**config.mk**
```make
export PLATFORM = sky130hd
export DESIGN_NAME = ccsr_status
export DESIGN_NICKNAME = d
export VERILOG_FILES = /design/src/ccsr_pkg.sv /design/src/ccsr_trig_watch.sv /design/src/ccsr_status.sv
export VERILOG_INCLUDE_DIRS = /design/src
export SDC_FILE = /design/constraint.sdc
export NUM_CORES = 1
export LEC_CHECK = 0
export CAP_MARGIN = 30
export CORE_MARGIN = 2
export CORE_UTILIZATION = 45
export CTS_BUF_LIST = sky130_fd_sc_hd__clkbuf_8 sky130_fd_sc_hd__clkbuf_16
export CTS_CLUSTER_SIZE = 24
export DETAILED_ROUTE_END_ITERATION = 12
export DONT_BUFFER_PORTS = 1
export SYNTH_ARGS = -nofsm -noshare
export SYNTH_HDL_FRONTEND = slang
export SYNTH_SLANG_ARGS = --single-unit
```
**constraint.sdc**
```tcl
create_clock -name clk_sys -period 4.1 [get_ports clk_sys]
set_input_delay 0.615 -clock clk_sys [delete_from_list [all_inputs] [get_ports clk_sys]]
set_output_delay 0.615 -clock clk_sys [all_outputs]
set_load 0.005 [all_outputs]
```
**src/ccsr_defs.svh**
```systemverilog
`ifndef CCSR_DEFS_SVH
`define CCSR_DEFS_SVH

// ----------------------------------------------------------------------------
// command codes and lengths
// ----------------------------------------------------------------------------
`define CCSR_CMD_STATUS      8'h43
`define CCSR_LEN_STATUS      8'h02
`define CCSR_CMD_SET_SELECT  8'h47
`define CCSR_LEN_SET_SELECT  8'h01
`define CCSR_CMD_BITRATE     8'h44
`define CCSR_LEN_BITRATE     8'h04
`define CCSR_CMD_RESET       8'h42
`define CCSR_LEN_RESET       8'h02
`define CCSR_DIR_REPLY       1'h0

// ----------------------------------------------------------------------------
// first reply byte, bit positions
// ----------------------------------------------------------------------------
`define CCSR_B1_NO_TRIG      0
`define CCSR_B1_RESET_SEEN   1
`define CCSR_B1_UNLOCKED     2
`define CCSR_B1_RSVD3        3
`define CCSR_B1_UNKNOWN_CMD  4
`define CCSR_B1_DENIED       5
`define CCSR_B1_LEN_ERR      6
`define CCSR_B1_PARAM_ERR    7

// ----------------------------------------------------------------------------
// reset values and timing
// ----------------------------------------------------------------------------
`define CCSR_FLAGS_RESET     16'h0000
`define CCSR_BYTE_ZERO       8'h00
`define CCSR_CLK_KHZ         250000
`define CCSR_TRIG_TIMEOUT_MS 5000

`endif

```
**src/ccsr_pkg.sv**
```systemverilog
`default_nettype none
package ccsr_pkg;
    typedef enum logic [1:0] {ST_IDLE, ST_BYTE1, ST_BYTE2} ccsr_state_t;
endpackage : ccsr_pkg
`default_nettype wire

```
**src/ccsr_trig_watch.sv**
```systemverilog
`default_nettype none
`include "ccsr_defs.svh"
module ccsr_trig_watch #(
    parameter int unsigned TICK_CYCLES   = `CCSR_CLK_KHZ,
    parameter int unsigned TIMEOUT_TICKS = `CCSR_TRIG_TIMEOUT_MS
) (
    // clock and reset
    input  wire logic clk_sys,
    input  wire logic rst,
    // trigger in, flag out
    input  wire logic external_line_trigger,
    output var  logic trig_missing_r
);
    localparam int unsigned TW = $clog2(TICK_CYCLES + 1);
    localparam int unsigned MW = $clog2(TIMEOUT_TICKS + 1);

    logic [TW-1:0] div_r;
    logic [MW-1:0] ms_r;
    logic          tick;

    // ------------------------------------------------------------------------
    // millisecond enable and timeout count
    // ------------------------------------------------------------------------
    assign tick = (div_r == TW'(TICK_CYCLES - 1));

    always_ff @(posedge clk_sys) begin
        if (rst || external_line_trigger || tick) begin
            div_r <= '0;
        end else begin
            div_r <= div_r + TW'(1);
        end
    end

    always_ff @(posedge clk_sys) begin
        if (rst || external_line_trigger) begin
            ms_r           <= '0;
            trig_missing_r <= 1'b0;
        end else if (tick && ms_r != MW'(TIMEOUT_TICKS)) begin
            ms_r <= ms_r + MW'(1);
        end else if (ms_r == MW'(TIMEOUT_TICKS)) begin
            trig_missing_r <= 1'b1;
        end
    end

    // ------------------------------------------------------------------------
    // checks
    // ------------------------------------------------------------------------
    a_trig_clears: assert property (@(posedge clk_sys) disable iff (rst)
        external_line_trigger |=> !trig_missing_r [*2])
        else $error("missing-trigger flag not cleared by trigger");
    a_trig_timeout: assert property (@(posedge clk_sys) disable iff (rst)
        (ms_r == MW'(TIMEOUT_TICKS) && !external_line_trigger) |=> trig_missing_r)
        else $error("missing-trigger flag not set at timeout");
    c_trig_timeout: cover property (@(posedge clk_sys) disable iff (rst)
        $rose(trig_missing_r));
endmodule : ccsr_trig_watch
`default_nettype wire

```
**src/ccsr_status.sv**
```systemverilog
`default_nettype none
`include "ccsr_defs.svh"
module ccsr_status
    import ccsr_pkg::*;
#(
    parameter int unsigned TICK_CYCLES   = `CCSR_CLK_KHZ,
    parameter int unsigned TIMEOUT_TICKS = `CCSR_TRIG_TIMEOUT_MS
) (
    // clock and reset
    input  wire logic       clk_sys,
    input  wire logic       rst,
    // decoded command header
    input  wire logic       cmd_valid,
    output var  logic       cmd_ready_r,
    input  wire logic [7:0] cmd_code,
    input  wire logic       cmd_read,
    input  wire logic [7:0] cmd_len,
    // reply header and data bytes
    output var  logic [7:0] rsp_code_r,
    output var  logic       rsp_read_r,
    output var  logic [7:0] rsp_len_r,
    output var  logic       tx_valid_r,
    input  wire logic       tx_ready,
    output var  logic [7:0] tx_data_r,
    output var  logic       tx_last_r,
    // camera conditions
    input  wire logic       external_line_trigger,
    input  wire logic       camera_unlocked,
    input  wire logic       flags_clear,
    input  wire logic       logic_general_err,
    input  wire logic       logic_image_missing,
    input  wire logic       converter_link_err,
    input  wire logic       cmd_list_entry_err,
    input  wire logic       user_set_corrupt,
    input  wire logic       factory_set_corrupt,
    input  wire logic       nvm_checksum_err,
    input  wire logic       nvm_cmd_list_missing,
    // register view
    output var  logic [15:0] camera_error_flags_r
);
    ccsr_state_t state_r;
    logic        trig_missing_r;
    logic        reset_seen_r;
    logic        unknown_r;
    logic        denied_r;
    logic        len_err_r;
    logic [7:0]  snap_b2_r;
    logic        take;
    logic        known;
    logic        len_ok;
    logic        access_ok;
    logic        run_status;
    logic [7:0]  flags_b1;
    logic [7:0]  flags_b2;

    // ------------------------------------------------------------------------
    // command table
    // ------------------------------------------------------------------------
    function automatic logic code_known(input logic [7:0] code);
        code_known = (code == `CCSR_CMD_STATUS) || (code == `CCSR_CMD_SET_SELECT)
                  || (code == `CCSR_CMD_BITRATE) || (code == `CCSR_CMD_RESET);
    endfunction : code_known

    function automatic logic [7:0] code_len(input logic [7:0] code);
        unique case (code)
            `CCSR_CMD_STATUS:     code_len = `CCSR_LEN_STATUS;
            `CCSR_CMD_SET_SELECT: code_len = `CCSR_LEN_SET_SELECT;
            `CCSR_CMD_BITRATE:    code_len = `CCSR_LEN_BITRATE;
            `CCSR_CMD_RESET:      code_len = `CCSR_LEN_RESET;
            default:              code_len = `CCSR_BYTE_ZERO;
        endcase
    endfunction : code_len

    // status is read only; bitrate and reset are write only
    function automatic logic dir_allowed(input logic [7:0] code, input logic rd);
        unique case (code)
            `CCSR_CMD_STATUS:  dir_allowed = rd;
            `CCSR_CMD_BITRATE,
            `CCSR_CMD_RESET:   dir_allowed = !rd;
            default:           dir_allowed = 1'b1;
        endcase
    endfunction : dir_allowed

    assign take       = cmd_valid && cmd_ready_r;
    assign known      = code_known(cmd_code);
    assign len_ok     = (cmd_len == code_len(cmd_code));
    assign access_ok  = dir_allowed(cmd_code, cmd_read);
    assign run_status = take && known && len_ok && access_ok
                     && (cmd_code == `CCSR_CMD_STATUS);

    // ------------------------------------------------------------------------
    // flag bytes
    // ------------------------------------------------------------------------
    always_comb begin
        flags_b1                       = `CCSR_BYTE_ZERO;
        flags_b1[`CCSR_B1_NO_TRIG]     = trig_missing_r;
        flags_b1[`CCSR_B1_RESET_SEEN]  = reset_seen_r;
        flags_b1[`CCSR_B1_UNLOCKED]    = camera_unlocked;
        flags_b1[`CCSR_B1_RSVD3]       = 1'b0;
        flags_b1[`CCSR_B1_UNKNOWN_CMD] = unknown_r;
        flags_b1[`CCSR_B1_DENIED]      = denied_r;
        flags_b1[`CCSR_B1_LEN_ERR]     = len_err_r;
        flags_b1[`CCSR_B1_PARAM_ERR]   = 1'b0;
    end

    assign flags_b2 = {nvm_cmd_list_missing, nvm_checksum_err,
                       factory_set_corrupt, user_set_corrupt,
                       cmd_list_entry_err, converter_link_err,
                       logic_image_missing, logic_general_err};

    ccsr_trig_watch #(
        .TICK_CYCLES   (TICK_CYCLES),
        .TIMEOUT_TICKS (TIMEOUT_TICKS)
    ) u_trig_watch (
        .clk_sys               (clk_sys),
        .rst                   (rst),
        .external_line_trigger (external_line_trigger),
        .trig_missing_r        (trig_missing_r)
    );

    // ------------------------------------------------------------------------
    // sticky error flags, set wins over clear
    // ------------------------------------------------------------------------
    always_ff @(posedge clk_sys) begin
        if (rst) begin
            reset_seen_r <= 1'b1;
        end else if (flags_clear) begin
            reset_seen_r <= 1'b0;
        end
    end

    always_ff @(posedge clk_sys) begin
        if (rst) begin
            unknown_r <= 1'b0;
            denied_r  <= 1'b0;
        end else begin
            if (take && !known) begin
                unknown_r <= 1'b1;
            end else if (flags_clear) begin
                unknown_r <= 1'b0;
            end
            if (take && known && !access_ok) begin
                denied_r <= 1'b1;
            end else if (flags_clear) begin
                denied_r <= 1'b0;
            end
        end
    end

    // length check follows the most recent command
    always_ff @(posedge clk_sys) begin
        if (rst) begin
            len_err_r <= 1'b0;
        end else if (take) begin
            len_err_r <= known && !len_ok;
        end
    end

    always_ff @(posedge clk_sys) begin
        if (rst) begin
            camera_error_flags_r <= `CCSR_FLAGS_RESET;
        end else begin
            camera_error_flags_r <= {flags_b2, flags_b1};
        end
    end

    // ------------------------------------------------------------------------
    // reply sequencer
    // ------------------------------------------------------------------------
    always_ff @(posedge clk_sys) begin
        if (rst) begin
            state_r     <= ST_IDLE;
            cmd_ready_r <= 1'b1;
            tx_valid_r  <= 1'b0;
            tx_last_r   <= 1'b0;
            tx_data_r   <= `CCSR_BYTE_ZERO;
            snap_b2_r   <= `CCSR_BYTE_ZERO;
            rsp_code_r  <= `CCSR_BYTE_ZERO;
            rsp_read_r  <= `CCSR_DIR_REPLY;
            rsp_len_r   <= `CCSR_BYTE_ZERO;
        end else begin
            unique case (state_r)
                ST_IDLE: begin
                    if (run_status) begin
                        state_r     <= ST_BYTE1;
                        cmd_ready_r <= 1'b0;
                        tx_valid_r  <= 1'b1;
                        tx_last_r   <= 1'b0;
                        tx_data_r   <= flags_b1;
                        snap_b2_r   <= flags_b2;
                        rsp_code_r  <= `CCSR_CMD_STATUS;
                        rsp_read_r  <= `CCSR_DIR_REPLY;
                        rsp_len_r   <= `CCSR_LEN_STATUS;
                    end
                end
                ST_BYTE1: begin
                    if (tx_ready) begin
                        state_r   <= ST_BYTE2;
                        tx_data_r <= snap_b2_r;
                        tx_last_r <= 1'b1;
                    end
                end
                ST_BYTE2: begin
                    if (tx_ready) begin
                        state_r     <= ST_IDLE;
                        cmd_ready_r <= 1'b1;
                        tx_valid_r  <= 1'b0;
                        tx_last_r   <= 1'b0;
                    end
                end
            endcase
        end
    end

    // ------------------------------------------------------------------------
    // checks
    // ------------------------------------------------------------------------
    a_reply_header: assert property (@(posedge clk_sys) disable iff (rst)
        tx_valid_r |-> (rsp_code_r == `CCSR_CMD_STATUS && rsp_read_r == `CCSR_DIR_REPLY
                        && rsp_len_r == `CCSR_LEN_STATUS))
        else $error("reply header wrong");
    a_reply_starts: assert property (@(posedge clk_sys) disable iff (rst)
        run_status |=> tx_valid_r && !tx_last_r && tx_data_r == $past(flags_b1))
        else $error("first reply byte missing or wrong");
    a_byte_order: assert property (@(posedge clk_sys) disable iff (rst)
        (tx_valid_r && !tx_last_r && tx_ready) |=> tx_valid_r && tx_last_r)
        else $error("second reply byte out of order");
    a_reply_ends: assert property (@(posedge clk_sys) disable iff (rst)
        (tx_valid_r && tx_last_r && tx_ready) |=> !tx_valid_r && !tx_last_r && cmd_ready_r)
        else $error("reply does not end after second byte");
    a_reserved_zero: assert property (@(posedge clk_sys) disable iff (rst)
        (tx_valid_r && !tx_last_r) |-> !tx_data_r[`CCSR_B1_RSVD3]
                                      && !tx_data_r[`CCSR_B1_PARAM_ERR])
        else $error("reserved flag bit set");
    a_unlock_bit: assert property (@(posedge clk_sys) disable iff (rst)
        run_status |=> tx_data_r[`CCSR_B1_UNLOCKED] == $past(camera_unlocked))
        else $error("unlock bit does not follow state");
    a_unknown_set: assert property (@(posedge clk_sys) disable iff (rst)
        (take && !known) |=> unknown_r && !tx_valid_r)
        else $error("unknown code not flagged");
    a_denied_set: assert property (@(posedge clk_sys) disable iff (rst)
        (take && known && !access_ok) |=> denied_r && !tx_valid_r)
        else $error("denied access not flagged");
    a_len_check: assert property (@(posedge clk_sys) disable iff (rst)
        take |=> len_err_r == $past(known && !len_ok))
        else $error("length flag wrong");
    a_byte2_map: assert property (@(posedge clk_sys) disable iff (rst)
        run_status |=> snap_b2_r[0] == $past(logic_general_err)
                       && snap_b2_r[1] == $past(logic_image_missing))
        else $error("second byte does not carry fault inputs");
    a_byte2_send: assert property (@(posedge clk_sys) disable iff (rst)
        (state_r == ST_BYTE1 && tx_ready) |=> tx_data_r == $past(snap_b2_r))
        else $error("second reply byte not the snapshot");
    a_flag_view: assert property (@(posedge clk_sys) disable iff (rst)
        1'b1 |=> camera_error_flags_r == {$past(flags_b2), $past(flags_b1)})
        else $error("register view stale");

    c_status_reply: cover property (@(posedge clk_sys) disable iff (rst)
        run_status ##1 (tx_valid_r && !tx_last_r) ##1 (tx_valid_r && tx_last_r) ##1 !tx_valid_r);
    c_stalled_reply: cover property (@(posedge clk_sys) disable iff (rst)
        tx_valid_r && !tx_ready ##1 tx_valid_r && !tx_ready);
    c_denied: cover property (@(posedge clk_sys) disable iff (rst)
        take && known && !access_ok);
    c_len_err: cover property (@(posedge clk_sys) disable iff (rst)
        take && known && !len_ok);
endmodule : ccsr_status
`default_nettype wire

```
==> flow_metrics.tcl <==
set metrics [dict create \
    outcome "finished clean" \
    syn_area_sq_um 3351 \
    finalSetupViolCount 0 \
    p_total_mw 1.457 \
    fmax_mhz 354.9 \
    drtAntennaViolNets 0 \
    min_path_type "input pin to flip-flop" \
    period_needed_ns 2.818 \
    drv_cap 0 \
    grt_pass1_vias 2349 \
    cp_slowest_cell "or4b_4" \
    dp_cells 472 \
    layout.cells.non_filler 488 \
    crit_start "cmd_code[5]" \
    cp.arrival_ns 3.05 \
    grt-ovfl-total 0 \
    power_leakage_nw 1.217 \
    fp-row-count 31 \
    crit_chain "or4b_4, o31a_1, or4_4, or3_1, a21oi_2, mux2_1" \
    post_cts_buffers 0 \
    cts_max_level 3 \
    timing.hold.ws_ns 0.3313 \
    synth_top_cell_area_share_pct 42.42 \
    slowest_delay_ns 0.55 \
    rsz0062_at_grt "no" \
    worstSetupPathType "input pin to flip-flop" \
    reg2reg_from "u_trig_watch.div_r[0]$_SDFF_PP0_" \
    hold_viol 0 \
    cts_buffers 9 \
    tightest_slew_ns 0.9788 \
    hpwlAfterDp_mm 4.698 \
    fp.dieH_um 90.29 \
    synth_seq_cells 71 \
    yosys-top-cells-area "dfxtp_1, nor2_1, xor2_1" \
    yosys-top-cells-count "dfxtp_1, nor2_1, nand2_1, inv_1, nand3_1" \
    final_cell_area_sq_um 3560 \
    drt_iter0_drc 121 \
    start_kind "input pin" \
    synth.distinct_cells 55 \
    crit_family "simple AND/OR/NAND/NOR gates" \
    cts_root_buf "clkbuf_8" \
    antenna_found_initial 0 \
    end_kind "flip-flop" \
    core_sq_um 7214 \
    vias_per_cell 5.232 \
    synth_top_area_cell "dfxtp_1" \
    cp.required_ns 4.33 \
    die_w_um 90.29 \
    synth_cells 390 \
    grt_max_degree 44 \
    worstPathMaxFanout 9 \
    io_pins 76 \
    diodes 0 \
    n_fill_cell 706 \
    dr.pass1.iters 4 \
    gp_congestion 0.8124 \
    skew_ns 0.01103 \
    yosysMostFrequentCell "dfxtp_1" \
    cts.repair.resized 0 \
    cts.path.max_buffers 2 \
    synth_edf_count 0 \
    grt_pass1_wl_mm 11.32 \
    place_ws_ns 0.9276 \
    critPathBufInv 0 \
    area_delta_synth_final_pct 6.236 \
    synth_ff_type "dfxtp_1" \
    drc 0 \
    clk_latency_ns 0.34 \
    fin_tns_setup_ns 0 \
    setup_slack_ns 1.282 \
    cts.sinks 71 \
    wl_per_cell_um 13.84 \
    worst_hold_startpoint "rst" \
    clk_pin_slew_worst_paths_ns 0.08 \
    holdBufCountCts 0 \
    p_per_area_nw_per_um2 409.3 \
    ys_warn_count 0 \
    avgSynthCellArea_sq_um 8.592 \
    dieArea_sq_um 8152 \
    peakVddDrop_v 0.0002540 \
    placed_area_sq_um 3338 \
    io_buffers 0 \
    finalCritPeriodShare_pct 68.73 \
    routed_wl_mm 6.754 \
    maxSlewHeadroom_pct 34.14 \
    nets 422 \
    num_vias 2553 \
    final_max_slew_viol_count 0 \
    ys_seq_area_share_pct 42.42 \
    drive_above_1_share_pct 7.712 \
    grt_usage_pct 17.21 \
    start_util_pct 46.44 \
    synthArstFlopShare_pct 0 \
    tritoncts "done" \
    fin_util_pct 49.34 \
]
-- per-layer routing --
layer	share of wire (%)	wire length, um	vias up	track usage [%]
met5	0	0	-	0
met4	1.2	79	0	6.026
met3	7.2	484	7	6.845
met2	43	2897	73	25.81
met1	49	3292	1173	22.50
li1	-	-	1300	-
-- sequential cells by signal, summed over array words and instances, names as in the netlist --
name                         flops
u_trig_watch.div_r              18
camera_error_flags_r            14
u_trig_watch.ms_r               13
snap_b2_r                        8
tx_data_r                        8
cmd_ready_r                      1
denied_r                         1
len_err_r                        1
reset_seen_r                     1
rsp_len_r                        1
state_r                          1
tx_last_r                        1
tx_valid_r                       1
u_trig_watch.trig_missing_r      1
unknown_r                        1
-- area by class of cell --
class	count	area (sq um)	share of cell area, %
Multi-Input combinational cell	281	1710	48.05
Sequential cell	71	1421	39.93
Clock buffer	9	123.9	3.480
Tap cell	99	123.9	3.480
Clock inverter	7	97.59	2.742
Inverter	20	75.07	2.109
Timing Repair Buffer	1	7.507	0.2109
-- cell usage in the layout (no fill, tap or decap), types with 6 or more instances in the layout --
cell type   n
nor2b_1    17
or3_1       6
a211oi_1    6
o21ai_0    13
clkbuf_8    9
nor2_1     44
ha_1        6
a21oi_1    17
xnor2_1    10
conb_1     15
a221o_1     6
a22oi_1     6
nand2_1    36
and3_1     11
o21ai_2     6
xor2_1     16
nand3_1    19
dfxtp_1    71
inv_1      21
-- logic make-up after synthesis --
family | after synthesis | share of synthesized area, %
muxes | 2 | 0.6348
AOI/OAI and AO/OA | 69 | 14.60
adders and majority gates | 6 | 2.240
DFF | 71 | 42.42
buffers and inverters | 52 | 8.103
and+or+nand+nor | 163 | 25.09
xor gates and xnor gates | 26 | 6.796
other | 1 | 0.1119
-- power by group --
part           total (mW)  switching (mW)  internal (mW)
Clock               0.619           0.274          0.345
Combinational       0.120          0.0830         0.0374
Sequential          0.718          0.0122          0.706
Total                1.46           0.369           1.09
-- final timing paths --
kind                                         to  slack (ns)  depth (start not counted)
max                     state_r[0]$_SDFFE_PP0P_        1.28                          6
min          camera_error_flags_r[9]$_SDFF_PP0_        0.33                          1
max reg2reg   u_trig_watch.ms_r[5]$_SDFFE_PP0P_        1.71                          7
min reg2reg           snap_b2_r[3]$_SDFFE_PP0P_        0.45                          2
-- worst reg2reg max path, stage by stage, from the launching register on --
cell and delay [ns]:
dfxtp_1 0.36, ha_1 0.19, and3_1 0.23, nand2_1 0.18
nor4_1 0.87, nand3_1 0.20, xor2_1 0.20, nor2_1 0.05
(Power assumes the default switching activity.)
